===== config.mk =====
export PLATFORM = sky130hd
export DESIGN_NAME = mcm_channel_manager
export DESIGN_NICKNAME = d
export VERILOG_FILES = /design/src/pkg/mcm_pkg.sv /design/src/pkg/mcm_chan_if.sv /design/src/rtl/mcm_phase_reg.sv /design/src/rtl/mcm_step_fsm.sv /design/src/rtl/mcm_channel_manager.sv
export SDC_FILE = /design/constraint.sdc
export NUM_CORES = 1
export LEC_CHECK = 0
export BUFFER_PORTS_ARGS = -buffer_cell sky130_fd_sc_hd__buf_2
export CAP_MARGIN = 25
export CORE_MARGIN = 3
export CORE_UTILIZATION = 51
export CTS_CLUSTER_SIZE = 12
export DETAILED_ROUTE_END_ITERATION = 10
export PLACE_DENSITY = 0.84
export SLEW_MARGIN = 25
export SYNTH_ARGS = -nofsm -noshare
export SYNTH_HDL_FRONTEND = slang
export SYNTH_SLANG_ARGS = --single-unit

===== constraint.sdc =====
create_clock -name i_sys_clk -period 3.6 [get_ports i_sys_clk]
set_clock_uncertainty 0.15 [all_clocks]
set_input_delay 0.54 -clock i_sys_clk [delete_from_list [all_inputs] [get_ports i_sys_clk]]
set_output_delay 0.54 -clock i_sys_clk [all_outputs]
set_load 0.01 [all_outputs]

===== src/pkg/mcm_pkg.sv =====
package mcm_pkg;
    // Channel count and phase word width
    localparam int PHASE_W = 6;
    // Phase and preload value after reset: every switch off
    localparam logic [5:0] PHASE_RST = 6'h00;
    // Reset-state options for the output buffers
    localparam logic [1:0] RST_LVL_HIZ = 2'h0;
    localparam logic [1:0] RST_LVL_LOW = 2'h1;
    localparam logic [1:0] RST_LVL_HIGH = 2'h2;
    // Pin levels used by the reset-state options
    localparam logic [5:0] ALL_ONES = 6'h3f;
    localparam logic [5:0] ALL_ZEROS = 6'h00;
    // PWM group select codes: high-side or low-side group
    localparam logic SEL_HIGH = 1'b0;
    localparam logic SEL_LOW = 1'b1;
    // Main output enable after reset
    localparam logic MOE_RST = 1'b0;

    // Interval of the commutation step
    typedef enum logic [2:0] {
        ST_DEMAG = 3'h1,
        ST_BEMF = 3'h2,
        ST_AFTER_ZC = 3'h4
    } mcm_step_t;
    localparam mcm_step_t STEP_RST = ST_DEMAG;
endpackage


===== src/pkg/mcm_chan_if.sv =====
`timescale 1ns/1ps
interface mcm_chan_if;
    import mcm_pkg::*;
    logic comm;
    logic [5:0] phase;
    logic [5:0] next_phase;
    logic demag_sel;
    logic pwm_low_sel;
    mcm_step_t step;

    modport preload (output comm, phase, next_phase, demag_sel);
    modport steer (input comm, demag_sel, output pwm_low_sel, step);
    modport core (input comm, phase, next_phase, demag_sel, pwm_low_sel,
        step);
endinterface


===== src/rtl/mcm_phase_reg.sv =====
`timescale 1ns/1ps
module mcm_phase_reg
    import mcm_pkg::*;
(
    input wire logic i_sys_clk,
    input wire logic i_rst_n,
    input wire logic i_clk_en,
    input wire logic i_wr,
    input wire logic [5:0] i_wdata,
    input wire logic i_dac,
    input wire logic i_evt_comm,
    input wire logic i_demag_sel,
    mcm_chan_if.preload ch
);
    logic direct_wr;

    // A direct write is itself a commutation event
    assign direct_wr = i_wr & i_dac;
    assign ch.comm = i_evt_comm | direct_wr;

    // Preload register, writable at any time
    always_ff @(posedge i_sys_clk or negedge i_rst_n)
    begin
        if (!i_rst_n)
            ch.next_phase <= PHASE_RST;
        else if (i_clk_en && i_wr)
            ch.next_phase <= i_wdata;
    end

    // Active phase loads only on a commutation event
    always_ff @(posedge i_sys_clk or negedge i_rst_n)
    begin
        if (!i_rst_n)
            ch.phase <= PHASE_RST;
        else if (i_clk_en && ch.comm)
            ch.phase <= direct_wr ? i_wdata : ch.next_phase;
    end

    // Demag select latched at commutation, so a value written then counts
    always_ff @(posedge i_sys_clk or negedge i_rst_n)
    begin
        if (!i_rst_n)
            ch.demag_sel <= SEL_HIGH;
        else if (i_clk_en && ch.comm)
            ch.demag_sel <= i_demag_sel;
    end

    a_preload_copy: assert property (@(posedge i_sys_clk)
        disable iff (!i_rst_n)
        i_clk_en && i_evt_comm && !direct_wr
            |=> ch.phase == $past(ch.next_phase))
        else $error("phase not loaded from preload on commutation");

    a_direct_write: assert property (@(posedge i_sys_clk)
        disable iff (!i_rst_n)
        i_clk_en && i_wr && i_dac |=> ch.phase == $past(i_wdata))
        else $error("direct write did not reach the phase");
endmodule


===== src/rtl/mcm_step_fsm.sv =====
`timescale 1ns/1ps
module mcm_step_fsm
    import mcm_pkg::*;
(
    input wire logic i_sys_clk,
    input wire logic i_rst_n,
    input wire logic i_clk_en,
    input wire logic i_dac,
    input wire logic i_sensor_mode,
    input wire logic i_evt_demag,
    input wire logic i_evt_zc,
    input wire logic i_bemf_sel,
    input wire logic i_after_zc_sel,
    mcm_chan_if.steer ch
);
    mcm_step_t next_step;

    // Step interval: C starts demag, D opens the window, Z ends it
    always_comb
    begin
        next_step = ch.step;
        if (ch.comm)
            next_step = ST_DEMAG;
        else
            unique case (ch.step)
                ST_DEMAG:
                    if (i_sensor_mode && i_evt_zc)
                        next_step = ST_AFTER_ZC;
                    else if (!i_sensor_mode && i_evt_demag)
                        next_step = ST_BEMF;
                ST_BEMF:
                    if (i_evt_zc)
                        next_step = ST_AFTER_ZC;
                ST_AFTER_ZC:
                    next_step = ST_AFTER_ZC;
                default:
                    next_step = STEP_RST;
            endcase
    end

    always_ff @(posedge i_sys_clk or negedge i_rst_n)
    begin
        if (!i_rst_n)
            ch.step <= STEP_RST;
        else if (i_clk_en)
            ch.step <= next_step;
    end

    // Group that receives PWM in the present interval
    always_comb
    begin
        if (i_dac)
            ch.pwm_low_sel = i_after_zc_sel;
        else
            unique case (ch.step)
                ST_DEMAG: ch.pwm_low_sel = ch.demag_sel;
                ST_BEMF: ch.pwm_low_sel = i_bemf_sel;
                ST_AFTER_ZC: ch.pwm_low_sel = i_after_zc_sel;
                default: ch.pwm_low_sel = SEL_HIGH;
            endcase
    end

    a_dac_select: assert property (@(posedge i_sys_clk)
        disable iff (!i_rst_n)
        i_dac |-> ch.pwm_low_sel == i_after_zc_sel)
        else $error("direct access must use after-zc select");

    a_sensor_no_demag: assert property (@(posedge i_sys_clk)
        disable iff (!i_rst_n)
        i_clk_en && i_sensor_mode && !ch.comm && ch.step == ST_DEMAG
            && !i_evt_zc |=> ch.step == ST_DEMAG)
        else $error("sensor mode left demag interval without Z");

    a_window_select: assert property (@(posedge i_sys_clk)
        disable iff (!i_rst_n)
        !i_dac && ch.step == ST_BEMF |-> ch.pwm_low_sel == i_bemf_sel)
        else $error("window interval used wrong select");
endmodule


===== src/rtl/mcm_channel_manager.sv =====
// Operation
// - Preload is writable any time; it moves to the phase on commutation.
// - Phase bit 0 drives inverted polarity; phase 1 drives polarity with PWM.
// - In direct access a phase write is itself a commutation event.
// - In direct access the after-zero-crossing select alone picks PWM group.
// - Enable 0 gives reset state; direct access picks sequence or raw phase.
// - Reset-state level is high impedance, low or high by device option.
// - Group bit 0 puts an output in high side, 1 in low side.
// - PWM goes to upper or lower group by step state.
// - Output level depends on PWM, group and step, beside phase and polarity.
// - Demag select applies from C to D, latched at commutation.
// - Window select applies between D and Z events.
// - After-zero-crossing select applies between Z and next C.
// - Emergency low forces output buffers to reset state asynchronously.
// - Emergency also clears main output enable until software sets it.
// - Emergency raises an interrupt only when its mask bit is set.
// - Emergency forcing uses no clock and works with oscillator stopped.
// - Sensor mode has no demag event; selection changes only at C and Z.
`timescale 1ns/1ps
module mcm_channel_manager
    import mcm_pkg::*;
#(
    parameter logic [1:0] RESET_LEVEL = RST_LVL_HIZ
)
(
    input wire logic i_sys_clk,
    input wire logic i_rst_n,
    input wire logic i_clk_en,
    input wire logic i_emergency_stop_n,
    input wire logic i_emergency_irq_mask,
    input wire logic i_main_output_enable_wr,
    input wire logic i_main_output_enable_wdata,
    input wire logic i_direct_access,
    input wire logic i_sensor_mode,
    input wire logic i_next_phase_wr,
    input wire logic [5:0] i_next_phase_bits,
    input wire logic [5:0] i_output_polarity_bits,
    input wire logic [5:0] i_group_assign,
    input wire logic i_demag_pwm_select,
    input wire logic i_bemf_window_pwm_select,
    input wire logic i_after_zc_pwm_select,
    input wire logic i_evt_comm,
    input wire logic i_evt_demag,
    input wire logic i_evt_zc,
    input wire logic i_pwm,
    output logic [5:0] o_motor_outputs,
    output logic [5:0] o_motor_outputs_oe,
    output logic o_main_output_enable,
    output logic [5:0] o_phase_state,
    output logic [5:0] o_next_phase_bits,
    output logic [2:0] o_step_state,
    output logic o_emergency_irq
);
    // Reset-state pin value and enable chosen by the device option
    localparam logic [5:0] RST_OUT =
        (RESET_LEVEL == RST_LVL_HIGH) ? ALL_ONES : ALL_ZEROS;
    localparam logic [5:0] RST_OE =
        (RESET_LEVEL == RST_LVL_HIZ) ? ALL_ZEROS : ALL_ONES;

    mcm_chan_if ch ();

    logic force_n;
    logic em_meta;
    logic em_sync;
    logic em_prev;
    logic [5:0] next_out;
    logic [5:0] sw_on;

    // Phase preload and active phase
    mcm_phase_reg u_phase (
        .i_sys_clk (i_sys_clk),
        .i_rst_n (i_rst_n),
        .i_clk_en (i_clk_en),
        .i_wr (i_next_phase_wr),
        .i_wdata (i_next_phase_bits),
        .i_dac (i_direct_access),
        .i_evt_comm (i_evt_comm),
        .i_demag_sel (i_demag_pwm_select),
        .ch (ch.preload)
    );

    // Step tracking and PWM group selection
    mcm_step_fsm u_step (
        .i_sys_clk (i_sys_clk),
        .i_rst_n (i_rst_n),
        .i_clk_en (i_clk_en),
        .i_dac (i_direct_access),
        .i_sensor_mode (i_sensor_mode),
        .i_evt_demag (i_evt_demag),
        .i_evt_zc (i_evt_zc),
        .i_bemf_sel (i_bemf_window_pwm_select),
        .i_after_zc_sel (i_after_zc_pwm_select),
        .ch (ch.steer)
    );

    // Emergency or reset drops the main enable, pin and buffer-enable flops without a clock edge
    assign force_n = i_rst_n & i_emergency_stop_n;

    // Phase and preload straight from their registers
    assign o_phase_state = ch.phase;
    assign o_next_phase_bits = ch.next_phase;
    assign o_step_state = ch.step;

    // Per-output shaping: group, PWM gating, polarity
    genvar gi;
    generate
        for (gi = 0; gi < PHASE_W; gi++)
        begin : g_out
            // PWM chops only outputs of the selected group
            assign sw_on[gi] = ch.phase[gi] &
                ((i_group_assign[gi] == ch.pwm_low_sel) ? i_pwm
                                                        : 1'b1);
            // Switch on drives polarity level, off drives its inverse
            assign next_out[gi] = sw_on[gi] ? i_output_polarity_bits[gi]
                : ~i_output_polarity_bits[gi];
        end
    endgenerate

    // Main output enable: software writes it, emergency clears it
    always_ff @(posedge i_sys_clk or negedge force_n)
    begin
        if (!force_n)
            o_main_output_enable <= MOE_RST;
        else if (i_clk_en && i_main_output_enable_wr)
            o_main_output_enable <= i_main_output_enable_wdata;
    end

    // Output pin levels; reset state while disabled or in emergency
    always_ff @(posedge i_sys_clk or negedge force_n)
    begin
        if (!force_n)
            o_motor_outputs <= RST_OUT;
        else if (i_clk_en)
        begin
            if (!o_main_output_enable)
                o_motor_outputs <= RST_OUT;
            else
                o_motor_outputs <= next_out;
        end
    end

    // Output buffer enables follow the same gating
    always_ff @(posedge i_sys_clk or negedge force_n)
    begin
        if (!force_n)
            o_motor_outputs_oe <= RST_OE;
        else if (i_clk_en)
        begin
            if (!o_main_output_enable)
                o_motor_outputs_oe <= RST_OE;
            else
                o_motor_outputs_oe <= ALL_ONES;
        end
    end

    // Emergency pin synchroniser for the interrupt path
    always_ff @(posedge i_sys_clk or negedge i_rst_n)
    begin
        if (!i_rst_n)
        begin
            em_meta <= 1'b1;
            em_sync <= 1'b1;
            em_prev <= 1'b1;
        end
        else if (i_clk_en)
        begin
            em_meta <= i_emergency_stop_n;
            em_sync <= em_meta;
            em_prev <= em_sync;
        end
    end

    // One-cycle request on the falling edge when unmasked
    always_ff @(posedge i_sys_clk or negedge i_rst_n)
    begin
        if (!i_rst_n)
            o_emergency_irq <= 1'b0;
        else if (i_clk_en)
            o_emergency_irq <= em_prev & ~em_sync
                & i_emergency_irq_mask;
    end

    a_emerg_forces_out: assert property (@(posedge i_sys_clk)
        disable iff (!i_rst_n)
        !i_emergency_stop_n |-> o_motor_outputs == RST_OUT
            && o_motor_outputs_oe == RST_OE)
        else $error("outputs not in reset state during emergency");

    a_emerg_clears_moe: assert property (@(posedge i_sys_clk)
        disable iff (!i_rst_n)
        $fell(i_emergency_stop_n) ##1 !i_main_output_enable_wr
            |-> !o_main_output_enable)
        else $error("emergency left main output enable set");

    a_moe_off_reset: assert property (@(posedge i_sys_clk)
        disable iff (!i_rst_n)
        i_clk_en && !o_main_output_enable
            |=> o_motor_outputs == RST_OUT && o_motor_outputs_oe == RST_OE)
        else $error("disabled outputs not in reset state");

    a_irq_masked: assert property (@(posedge i_sys_clk)
        disable iff (!i_rst_n)
        $rose(o_emergency_irq) |-> $past(i_emergency_irq_mask)
            && $past(i_clk_en))
        else $error("emergency interrupt raised while masked");

    a_irq_delay: assert property (@(posedge i_sys_clk)
        disable iff (!i_rst_n)
        i_clk_en [*4] ##0 $past(i_emergency_stop_n, 3)
            && !$past(i_emergency_stop_n, 2) && i_emergency_irq_mask
            |=> o_emergency_irq)
        else $error("emergency interrupt not raised four edges later");

    a_off_level: assert property (@(posedge i_sys_clk)
        disable iff (!i_rst_n)
        i_clk_en && o_main_output_enable && !ch.phase[0]
            ##1 i_emergency_stop_n
            |-> o_motor_outputs[0] == !$past(i_output_polarity_bits[0]))
        else $error("off output does not show inverse polarity");

    a_pwm_gating: assert property (@(posedge i_sys_clk)
        disable iff (!i_rst_n)
        i_clk_en && o_main_output_enable && ch.phase[0]
            && (i_group_assign[0] == ch.pwm_low_sel) && !i_pwm
            ##1 i_emergency_stop_n
            |-> o_motor_outputs[0] == !$past(i_output_polarity_bits[0]))
        else $error("selected group not chopped by PWM low");

    a_other_group_on: assert property (@(posedge i_sys_clk)
        disable iff (!i_rst_n)
        i_clk_en && o_main_output_enable && ch.phase[0]
            && (i_group_assign[0] != ch.pwm_low_sel)
            ##1 i_emergency_stop_n
            |-> o_motor_outputs[0] == $past(i_output_polarity_bits[0]))
        else $error("unselected group output not held on");

    // Checks on the enable, emergency and interrupt paths
    a_emerg_moe_low: assert property (@(posedge i_sys_clk)
        disable iff (!i_rst_n)
        !i_emergency_stop_n |-> !o_main_output_enable)
        else $error("main output enable set while emergency is low");

    a_moe_write: assert property (@(posedge i_sys_clk)
        disable iff (!i_rst_n)
        i_clk_en && i_emergency_stop_n && i_main_output_enable_wr
            ##1 i_emergency_stop_n
            |-> o_main_output_enable == $past(i_main_output_enable_wdata))
        else $error("main output enable write not taken");

    a_oe_driving: assert property (@(posedge i_sys_clk)
        disable iff (!i_rst_n)
        i_clk_en && o_main_output_enable ##1 i_emergency_stop_n
            |-> o_motor_outputs_oe == ALL_ONES)
        else $error("enabled outputs not driving");

    a_irq_pulse: assert property (@(posedge i_sys_clk)
        disable iff (!i_rst_n)
        i_clk_en && o_emergency_irq |=> !o_emergency_irq)
        else $error("emergency interrupt longer than one cycle");

    // Checks on step tracking and frozen state
    a_freeze_state: assert property (@(posedge i_sys_clk)
        disable iff (!i_rst_n)
        !i_clk_en |=> $stable(ch.phase) && $stable(ch.next_phase)
            && $stable(ch.step))
        else $error("state moved while clock enable was low");

    a_step_onehot: assert property (@(posedge i_sys_clk)
        disable iff (!i_rst_n)
        $onehot(ch.step))
        else $error("step state is not one-hot");

    a_comm_restart: assert property (@(posedge i_sys_clk)
        disable iff (!i_rst_n)
        i_clk_en && ch.comm |=> ch.step == ST_DEMAG
            && ch.demag_sel == $past(i_demag_pwm_select))
        else $error("commutation did not restart demag interval");

    a_demag_step: assert property (@(posedge i_sys_clk)
        disable iff (!i_rst_n)
        i_clk_en && !ch.comm && !i_sensor_mode && i_evt_demag
            && ch.step == ST_DEMAG |=> ch.step == ST_BEMF)
        else $error("demag end did not open the window interval");

    a_sensor_zc: assert property (@(posedge i_sys_clk)
        disable iff (!i_rst_n)
        i_clk_en && !ch.comm && i_sensor_mode && i_evt_zc
            && ch.step == ST_DEMAG |=> ch.step == ST_AFTER_ZC)
        else $error("sensor mode Z did not end the first interval");

    a_zc_step: assert property (@(posedge i_sys_clk)
        disable iff (!i_rst_n)
        i_clk_en && !ch.comm && i_evt_zc && ch.step == ST_BEMF
            |=> ch.step == ST_AFTER_ZC)
        else $error("zero crossing did not end the window interval");

    // Checks on PWM group routing
    a_after_zc_sel: assert property (@(posedge i_sys_clk)
        disable iff (!i_rst_n)
        !i_direct_access && ch.step == ST_AFTER_ZC
            |-> ch.pwm_low_sel == i_after_zc_pwm_select)
        else $error("after-zc interval used wrong select");

    a_pwm_pass: assert property (@(posedge i_sys_clk)
        disable iff (!i_rst_n)
        i_clk_en && o_main_output_enable && ch.phase[0]
            && (i_group_assign[0] == ch.pwm_low_sel) && i_pwm
            ##1 i_emergency_stop_n
            |-> o_motor_outputs[0] == $past(i_output_polarity_bits[0]))
        else $error("selected group output not on while PWM high");
endmodule


Word level (Yosys, flattened, before mapping)
Index checks and enable logic that the tools add are counted.
{ "word_totals": {"register_bits": 33, "in_bits": 35, "output_inout_bits": 29, "word_cells": 69} }
{ "op_classes": {"n_eq_ne": 11, "mux": 22, "bitwise": 18, "reduce_logical": 7} }
{ "op_table": {"columns": ["cell", "n"], "rows": [
  ["2-to-1 mux 6 bit", 3],
  ["2-to-1 mux 1 bit", 13],
  ["2-to-1 mux 3 bit", 4],
  ["bitwise AND 1 bit", 10],
  ["one-hot mux 3 bit (3 select lines)", 1],
  ["inverter 1 bit", 7],
  ["== test 1 bit", 6],
  ["logical AND 1 bit", 5],
  ["!= test 4 x 2 -> 1 bit, second input constant", 1],
  ["== test 3 x 1 -> 1 bit, second input constant", 1],
  ["== test 3 x 2 -> 1 bit, second input constant", 1],
  ["== test 3 bit, second input constant", 1],
  ["!= test 3 bit, second input constant", 1],
  ["one-hot mux 1 bit (3 select lines)", 1],
  ["AND reduction 3 bit", 1],
  ["logical NOT 1 bit", 1],
  ["bitwise OR 1 bit", 1]
]} }

Longest topological paths before layout
Gate-level depths: netlist of the first run.
{ "logic_depth": {"ltp_word": 8, "ltp_mapped": 6} }

Cells and area by module
A second synthesis of the first run with hierarchy kept.
{ "unflattened": {"hier_cells": 130, "hier_area_um2": 1458.9} }
{ "modules_own_cells": {"columns": ["mod", "n_inst", "cells_each", "area_per_inst_um2", "seq_area_each_um2"], "rows": [
  ["mcm_channel_manager", 1, 61, 645.6, 304.0],
  ["mcm_phase_reg", 1, 40, 544.3, 325.3],
  ["mcm_step_fsm", 1, 29, 269.0, 76.3]
]} }

Worst setup path after synthesis of the first run
OpenSTA, ideal clock, no wires.
{ "synth_path": {"kind": "register to register", "from": "reg u_step.ch.step[0]", "to": "reg o_motor_outputs[4]", "setup_ps": 69, "t_arrival_ps": 1935, "required_ps": 3381, "slack_ps": 1446, "stages_incl_launch_ff": 6, "period_less_slack_ps": 2154, "cell_sequence": "dfstp_2 and4bb_1 o41ai_4 xnor2_1 or4_1 nand3_1"} }
{ "synth_via": {"elab_chain_cells": 8} }
{ "synth_lines": {"columns": ["element", "line", "rtl"], "rows": [
  ["start: declaration", "mcm_chan_if.sv:12", "modport steer (input comm, demag_sel, output pwm_low_sel, step);"],
  ["start signal: assignment", "mcm_step_fsm.sv:46", "ch.step <= next_step;"],
  ["== test 3 bit, or another cell as far along", "mcm_step_fsm.sv:55", "unique case (ch.step)"],
  ["one-hot mux 1 bit (3 select lines) (*)", "mcm_step_fsm.sv:55", null],
  ["2-to-1 mux 1 bit (*)", "mcm_step_fsm.sv:52", "if (i_dac)"],
  ["== test 1 bit (*)", "mcm_channel_manager.sv:111", "((i_group_assign[gi] == ch.pwm_low_sel) ? i_pwm"],
  ["2-to-1 mux 1 bit (*)", "mcm_channel_manager.sv:111", null],
  ["bitwise AND 1 bit (*)", "mcm_channel_manager.sv:110", "assign sw_on[gi] = ch.phase[gi] &"],
  ["2-to-1 mux 1 bit (*)", "mcm_channel_manager.sv:114", "assign next_out[gi] = sw_on[gi] ? i_output_polarity_bits[gi]"],
  ["2-to-1 mux 6 bit (*)", "mcm_channel_manager.sv:135", "if (!o_main_output_enable)"],
  ["end signal: assignment", "mcm_channel_manager.sv:138", "o_motor_outputs <= next_out;"],
  ["end: declaration", "mcm_channel_manager.sv:46", "output logic [5:0] o_motor_outputs,"]
]} }
Mark *: on every way between the ends. The rest lies on a longest branch, timed or not.
A chain may end at the register's enable or synchronous reset.

Worst setup path after layout of the first run
{ "layout_path": {"from": "reg u_step.ch.step[0]", "to": "reg o_motor_outputs[1]"} }
Same word-level chain as after synthesis.

==> flow_metrics.tcl, run 1 <==
set metrics [dict create \
    status "complete, no violations" \
    synthArstFlopShare_pct 100 \
    first_global_vias 1324 \
    p_int_mw 0.553 \
    synth-main-ff-cell "dfrtp_1" \
    synth_seq_cells 28 \
    startpoint_type "flop" \
    fin_ws_ns 1.24 \
    drive_gt1_share_pct 41.7 \
    synthCells 142 \
    grt_remaining_overflow 0 \
    nNetsFinal 235 \
    worstSetupPathType "flop to flop" \
    hpwlAfterDp_mm 2.79 \
    ctsHoldBuffers 1 \
    root_buffer "clkbuf_4" \
    die_x_um 60.2 \
    wl_per_cell_um 15.5 \
    seq_area_frac_synth_pct 47.1 \
    diodes 0 \
    clock_sinks 28 \
    grt_setup_unrepaired "false" \
    tns_ns 0 \
    grt_pass1_wl_mm 5.80 \
    remaining_drc_errors 0 \
    setup_viol 0 \
    min_path_type "primary input to asynchronous set/reset pin" \
    synth.most_common_cell "dfrtp_1" \
    synth_edf_count 0 \
    core.rowCount 19 \
    slew_violations 0 \
    max_freq_mhz 423 \
    dieHeight_um 60.2 \
    clkPwrFrac_pct 18.3 \
    grt_usage_pct 21.2 \
    hold_ws_ns 0.0686 \
    initial_core_util_pct 53.9 \
    antenna_found_initial 0 \
    path_max_fanout 8 \
    vias 1362 \
    wl_mm 3.55 \
    synth_area_per_cell_um2 10.6 \
    relSlewSlack_pct 58.4 \
    area_growth_pct 22.1 \
    numCtsBuffers 3 \
    period_needed_ns 2.36 \
    post-synth-top-area-fraction_pct 40.1 \
    cts_setup_buffers 0 \
    fin_crit_sh_pct 65.6 \
    drv_cap 0 \
    clockBufferDepth 2 \
    p_seq_share_pct 51.2 \
    cts_resized 0 \
    crit_arrival_ns 2.49 \
    required_ns 3.72 \
    yosys.area.top_type "dfrtp_1" \
    combPwrFrac_pct 30.5 \
    syn_nets 177 \
    powerDensity_nw_per_um2 448 \
    drtIter0Drc 53 \
    cts_max_level 1 \
    ys_warn_count 0 \
    synth_area_leaders "dfrtp_1 (40%), dfstp_2 (7.0%), mux2_2 (6.8%)" \
    drt-pass1-iter-count 4 \
    swShare_pct 32.5 \
    io_pins 64 \
    final_antenna_net_count 0 \
    core-area_um2 2780 \
    clk_latency_ns 0.32 \
    synth_cell_type_count 33 \
    fp.dieArea_um2 3630 \
    p_sw_mw 0.266 \
    max-vdd-ir-drop_v 0.000333 \
    place_congestion 0.840 \
    worstMarginPinSlew_ns 0.621 \
    io_buffers 63 \
    cp-end-kind "flop" \
    synth_area_um2 1500 \
    hold_viol_final 0 \
    cts_tree "yes" \
    routed_via_density 5.92 \
    path_clk_slew_ns 0.14 \
    ys_top_cells_by_count "dfrtp_1 (24), a21oi_1 (17), nor2_1 (10)" \
    place_ws_ns 1.22 \
    grt_max_degree 22 \
    p_leak_nw 0.858 \
]
cell type report:
type	count	area [um^2]
clock buffers	4	36.3
flip-flops and latches	28	706
inverters	1	3.75
well taps	31	38.8
repair buffers	64	325
multi-input cells	102	721
fillers	227	951
per-stage QoR:
step                      cell area [um^2]  utilization [%]  power (mW)  cells
final                                 1830             65.8       0.819    230
after global placement                1780             64.1       0.663    225
after CTS                             1830             65.8       0.826    230
after global routing                  1830             65.8       0.871    230
after detailed placement              1780             64.1       0.676    225
after floorplan                       1500                -       0.579    142
state kept, by name (all words and copies together), names as in the netlist, 3 cells and up:
| register | count |
|---|---|
| u_phase.ch.next_phase | 6 |
| u_phase.ch.phase | 6 |
| u_step.ch.step | 3 |
| o_motor_outputs | 6 |
kinds of logic after synthesis:
kind of cell | share of synthesized area [%]
compound gates | 17.6
xor+xnor | 4.09
buf+inv | 4.84
flops | 47.1
mux | 8.26
simple gates | 18.1
routing by layer:
layer,part of all wire [%],GRT usage (%),up-vias,wire (um)
met5,0,0,-,0
met4,2.8,11.1,0,100
met3,6.9,2.81,10,247
met2,49,35.5,66,1750
met1,41,26.3,637,1450
li1,-,-,649,-
power by group through the flow:
stage	Clock, mW	Sequential [mW]	Combinational, mW
floorplan	0	0.438	0.141
global placement	0	0.421	0.242
detailed placement	0	0.426	0.250
CTS	0.155	0.419	0.252
global route	0.167	0.429	0.276
finish	0.150	0.419	0.250
worst paths after layout:
check                      slack [ns]                    to  cells past startpoint          startpoint
setup / recovery                 1.24    o_motor_outputs[1]                      5   u_step.ch.step[0]
max in group asynchronous        2.05  o_main_output_enable                      3             i_rst_n
hold / removal                   0.07    o_motor_outputs[1]                      2  i_emergency_stop_n
min in group i_sys_clk           0.29  u_phase.ch.demag_sel                      2  i_demag_pwm_select
hold reg to reg                  0.36       o_emergency_irq                      1     o_emergency_irq
setup reg to reg                 1.24    o_motor_outputs[1]                      5   u_step.ch.step[0]
critical path, stage by stage, from the launching register on:
cell,delay [ns]
dfstp_2,0.62
and4bb_1,0.24
o41ai_4,0.64
xnor2_1,0.16
or4_1,0.42
nand3_1,0.09
cell usage in the layout, fill, tap and decap left out, drive strengths merged, types with 4 or more instances in the layout:
| cell type | netlist | layout |
|---|---|---|
| mux2 | 11 | 11 |
| or4 | 6 | 6 |
| nand2b | 4 | 4 |
| xnor2 | 6 | 6 |
| dfstp | 4 | 4 |
| nor4b | 4 | 4 |
| dfrtp | 24 | 24 |
| clkbuf | 3 | 4 |
| nand2 | 7 | 7 |
| nor2 | 10 | 10 |
| o2111ai | 6 | 6 |
| nand3 | 6 | 6 |
| o22ai | 6 | 6 |
| buf | 8 | 63 |
| a21oi | 17 | 17 |
(Power assumes the default switching activity.)
==> run 2, diff against run 1 <==
Settings changed: CORE_UTILIZATION 51 to 42, PLACE_DENSITY 0.84 to 0.74.
Clock period 3.6 ns to 2.1 ns, I/O delays scaled along.
==> run 2 against run 1 <==
Effect of this change:
- worst hold slack worse by 0.020 ns
- critical path depth is 1 higher
- clock power is 140% higher
- setup slack worse by 1.2 ns
- largest cell class unchanged
==> flow_metrics.tcl, run 2 (synthesis results as in run 1) <==
set metrics [dict create \
    p_leak_nw 0.899 \
    slew_violations 0 \
    reg_top3 "o_motor_outputs x6, u_phase.ch.next_phase x6, u_phase.ch.phase x6" \
    die_x_um 65.7 \
    crit_start "u_step.ch.step[0]" \
    fin_crit_sh_pct 97.2 \
    grt_remaining_overflow 0 \
    diodes 0 \
    status "complete, no violations" \
    drv_cap 0 \
    area_growth_pct 28.4 \
    core.rowCount 21 \
    remaining_drc_errors 0 \
    design_area_um2 1920 \
    worstSetupPathType "flop to flop" \
    drive_gt1_share_pct 43.2 \
    startpoint_type "flop" \
    vias 1353 \
    min_from "i_demag_pwm_select" \
    dieHeight_um 65.7 \
    io_buffers 63 \
    antenna_found_initial 0 \
    numCtsBuffers 3 \
    grt_pass1_wl_mm 5.96 \
    cts_tree "yes" \
    ff_latch_area_um2 706 \
    max-vdd-ir-drop_v 0.000620 \
    final_antenna_net_count 0 \
    initial_core_util_pct 44.2 \
    place_congestion 0.819 \
    required_ns 2.22 \
    multiInputGateArea_um2 721 \
    crit_arrival_ns 2.16 \
    nFillCells 311 \
    powerDensity_nw_per_um2 793 \
    layout_common_cells "buf_2 (63), dfrtp_1 (24), a21oi_1 (17)" \
    min_path_type "primary input to flop" \
    wl_mm 3.58 \
    root_buffer "clkbuf_4" \
    wl_per_cell_um 14.2 \
    max_freq_mhz 490 \
    path_clk_slew_ns 0.16 \
    clock_sinks 28 \
    path_max_fanout 6 \
    fp.dieArea_um2 4320 \
    r2r-start "u_step.ch.step[0]" \
    drtIter0Drc 40 \
    core-area_um2 3390 \
    fin_util_pct 56.8 \
    clockBufferDepth 2 \
    tns_ns 0 \
    cp-end-kind "flop" \
    grt_max_degree 21 \
    cts_max_level 1 \
    first_global_vias 1240 \
    layout_commonest_cell "buf_2" \
    drt-pass1-iter-count 4 \
    regToRegSetupSlack_ns 0.06 \
    period_needed_ns 2.04 \
    dpl_cell_area_um2 1850 \
    grt_setup_unrepaired "true" \
    io_pins 64 \
    grt_usage_pct 17.5 \
    hpwlAfterDp_mm 2.83 \
    relSlewSlack_pct 70.6 \
    clk_latency_ns 0.33 \
    worstMarginPinSlew_ns 0.440 \
    setup_viol 0 \
    routed_via_density 5.37 \
    hold_viol_final 0 \
    nNetsFinal 242 \
]
run 2: cell count changes in the layout (fill, tap and decap cells not counted):
cell and change:
buf_4 +5, buf_6 +1, bufinv_16 +1, clkbuf_8 -1
dlygate4sd3_1 +1
run 2: repair_timing:
item / in CTS / in global routing
setup buffers: 0 / 0
resized for setup: 0 / 1
hold endpoints to repair: 24 / 0
endpoints found under the setup margin: 0 / 6
hold buffers: 2 / 0
run 2: area by class of cell:
class	count	area share, %
Clock inverter	1	1.56
Multi-Input combinational cell	102	37.5
Tap cell	46	2.99
Sequential cell	28	36.7
Timing Repair Buffer	71	20.0
Clock buffer	3	1.17
Inverter	1	0.195
run 2: per-stage QoR:
step | power (mW) | setup WS [ns] | hold WS (ns) | cells
after floorplan | 0.993 | -0.0226 | -0.131 | 142
after global placement | 1.17 | 0.121 | 0.183 | 246
after detailed placement | 1.18 | 0.0847 | 0.184 | 246
after CTS | 1.54 | 0.0305 | 0.0364 | 252
after global routing | 1.63 | -0.0585 | 0.0322 | 252
final | 1.53 | 0.0596 | 0.0490 | 252
run 2: where the power goes:
part / switching, mW / leakage (nW) / internal, mW
clock: 0.160 / 0.0279 / 0.193
sequential: 0.0715 / 0.334 / 0.637
combinational: 0.236 / 0.537 / 0.228
total: 0.468 / 0.899 / 1.06
run 2: worst paths after layout:
| path | cells after the start | endpoint |
|---|---|---|
| worst max register to register | 6 | o_motor_outputs[1] |
| min in group asynchronous | 3 | u_phase.ch.phase[5] |
| worst min-delay path | 2 | u_phase.ch.demag_sel |
| max in group asynchronous | 3 | o_motor_outputs[3] |
| worst min register to register | 1 | u_phase.ch.demag_sel |
| worst max-delay path | 6 | o_motor_outputs[1] |
run 2: per-layer routing:
layer	vias to the layer above	track usage [%]	share of wire [%]
met3	2	5.13	9.5
li1	659	-	-
met2	59	25.5	46
met4	0	3.37	0.45
met1	633	25.8	44
met5	-	0	0
run 2: critical path, stage by stage, from the launching register on:
cell      delay (ns)
dfstp_2         0.58
and4bb_1        0.21
o41ai_4         0.29
buf_6           0.18
xnor2_1         0.08
or4_1           0.41
nand3_1         0.09
==> run 3, diff against run 2 <==
Settings changed: REMOVE_ABC_BUFFERS set to 1.
==> run 3 against run 2 <==
Effect of this change:
- combinational power is essentially flat
- sequential cell count is the same
- register-to-register slack is essentially flat
- global-route usage is essentially flat
- wire length grew 2.7%
- first-iteration DRC count grew 140%
- setup slack lost 0.0080 ns
- total power grew 0.64%
- critical path type unchanged
- largest power group unchanged
==> flow_metrics.tcl, run 3 (synthesis results as in run 1) <==
set metrics [dict create \
    reg_top3 "o_motor_outputs x6, u_phase.ch.next_phase x6, u_phase.ch.phase x6" \
    status "complete, no violations" \
    critPathBufInv 1 \
    remaining_drc_errors 0 \
    multiInputGateArea_um2 721 \
    path_max_fanout 6 \
    first_global_vias 1346 \
    fin_total_pwr_mw 1.54 \
    grt_remaining_overflow 0 \
    period_needed_ns 2.05 \
    antenna_found_initial 0 \
    fp.dieArea_um2 4320 \
    crit_chain "and4bb_1 > o41ai_4 > buf_6 > xnor2_1 > or4_1 > nand3_1" \
    p_leak_nw 0.904 \
    vias 1375 \
    crit_arrival_ns 2.18 \
    fin_ws_ns 0.0516 \
    grt_setup_unrepaired "true" \
    drive_gt1_share_pct 43.5 \
    io_buffers 63 \
    grt_max_degree 21 \
    grt_usage_pct 17.5 \
    worstSetupPathType "flop to flop" \
    slew_violations 0 \
    relSlewSlack_pct 76.0 \
    fin_crit_sh_pct 97.5 \
    diodes 0 \
    initial_core_util_pct 44.2 \
    holdPathStages 2 \
    clk_latency_ns 0.33 \
    crit_family "simple AND/OR/NAND/NOR gates" \
    ff_latch_area_um2 706 \
    hold_ws_ns 0.0561 \
    clock_sinks 28 \
    wl_mm 3.68 \
    cts_max_level 1 \
    die_x_um 65.7 \
    nNetsFinal 243 \
    grt_pass1_wl_mm 5.98 \
    cts_tree "yes" \
    powerDensity_nw_per_um2 795 \
    io_pins 64 \
    final_antenna_net_count 0 \
    drtIter0Drc 95 \
    dieHeight_um 65.7 \
    r2r_cells 6 \
    hpwlAfterDp_mm 2.84 \
    routed_via_density 5.43 \
    max_stage_delay_ns 0.58 \
    core-area_um2 3390 \
    clockBufferDepth 2 \
    worstMarginPinSlew_ns 0.361 \
    place_ws_ns 0.0420 \
    layout_common_cells "buf_2 (63), dfrtp_1 (24), a21oi_1 (17)" \
    max_freq_mhz 488 \
    nFillCells 310 \
    max-vdd-ir-drop_v 0.000368 \
    hold_viol_final 0 \
    core.rowCount 21 \
    min_path_type "primary input to flop" \
    drt-pass1-iter-count 4 \
    setup_viol 0 \
    area_growth_pct 28.9 \
    wl_per_cell_um 14.5 \
    drv_cap 0 \
    worst-path-stages 6 \
    path_clk_slew_ns 0.16 \
    regToRegSetupSlack_ns 0.05 \
    cpMaxStageDelayCell "dfstp_2" \
    cp-end-kind "flop" \
    layout_commonest_cell "buf_2" \
    required_ns 2.23 \
    place_congestion 0.800 \
    startpoint_type "flop" \
    numCtsBuffers 3 \
    root_buffer "clkbuf_4" \
]
[run 3: metal layers]
metal / vias up / global-route usage, % / routed length, um
met5: - / 0 / 0
met4: 0 / 6.22 / 17
met3: 2 / 3.25 / 290
met2: 56 / 26.9 / 1610
met1: 653 / 24.5 / 1770
li1: 664 / - / -
[run 3: where the power goes]
group | switching (mW) | internal, mW | total (mW)
logic | 0.238 | 0.230 | 0.468
clock network | 0.165 | 0.193 | 0.358
registers | 0.0727 | 0.637 | 0.709
total | 0.476 | 1.06 | 1.54
[run 3: final cells by class]
cell class                      count  share of cell area, %
Clock buffer                        3                   1.17
Clock inverter                      1                   1.55
Inverter                            1                  0.194
Multi-Input combinational cell    102                   37.3
Sequential cell                    28                   36.5
Tap cell                           46                   2.98
Timing Repair Buffer               72                   20.3
[run 3: stage by stage]
stage	TNS [ns]	util (%)	cells	cell area (um^2)
global placement	0	54.7	247	1860
floorplan	-0.325	-	131	1430
global route	-0.114	57.0	253	1930
detailed placement	0	54.7	247	1860
CTS	0	56.9	253	1930
finish	0	57.0	253	1930
[run 3: timing repair]
action | 4_1_cts | 5_1_grt
setup buffers | 0 | 0
hold buffers | 2 | 0
endpoints found under the hold margin | 24 | 0
endpoints found under the setup margin | 0 | 6
resized for setup | 0 | 1
[run 3: worst paths after layout]
kind                                 startpoint                   end
max                           u_step.ch.step[0]    o_motor_outputs[3]
min                          i_demag_pwm_select  u_phase.ch.demag_sel
max reg2reg                   u_step.ch.step[0]    o_motor_outputs[3]
min reg2reg                u_phase.ch.demag_sel  u_phase.ch.demag_sel
max in group asynchronous               i_rst_n  o_main_output_enable
min in group asynchronous               i_rst_n   u_phase.ch.phase[2]
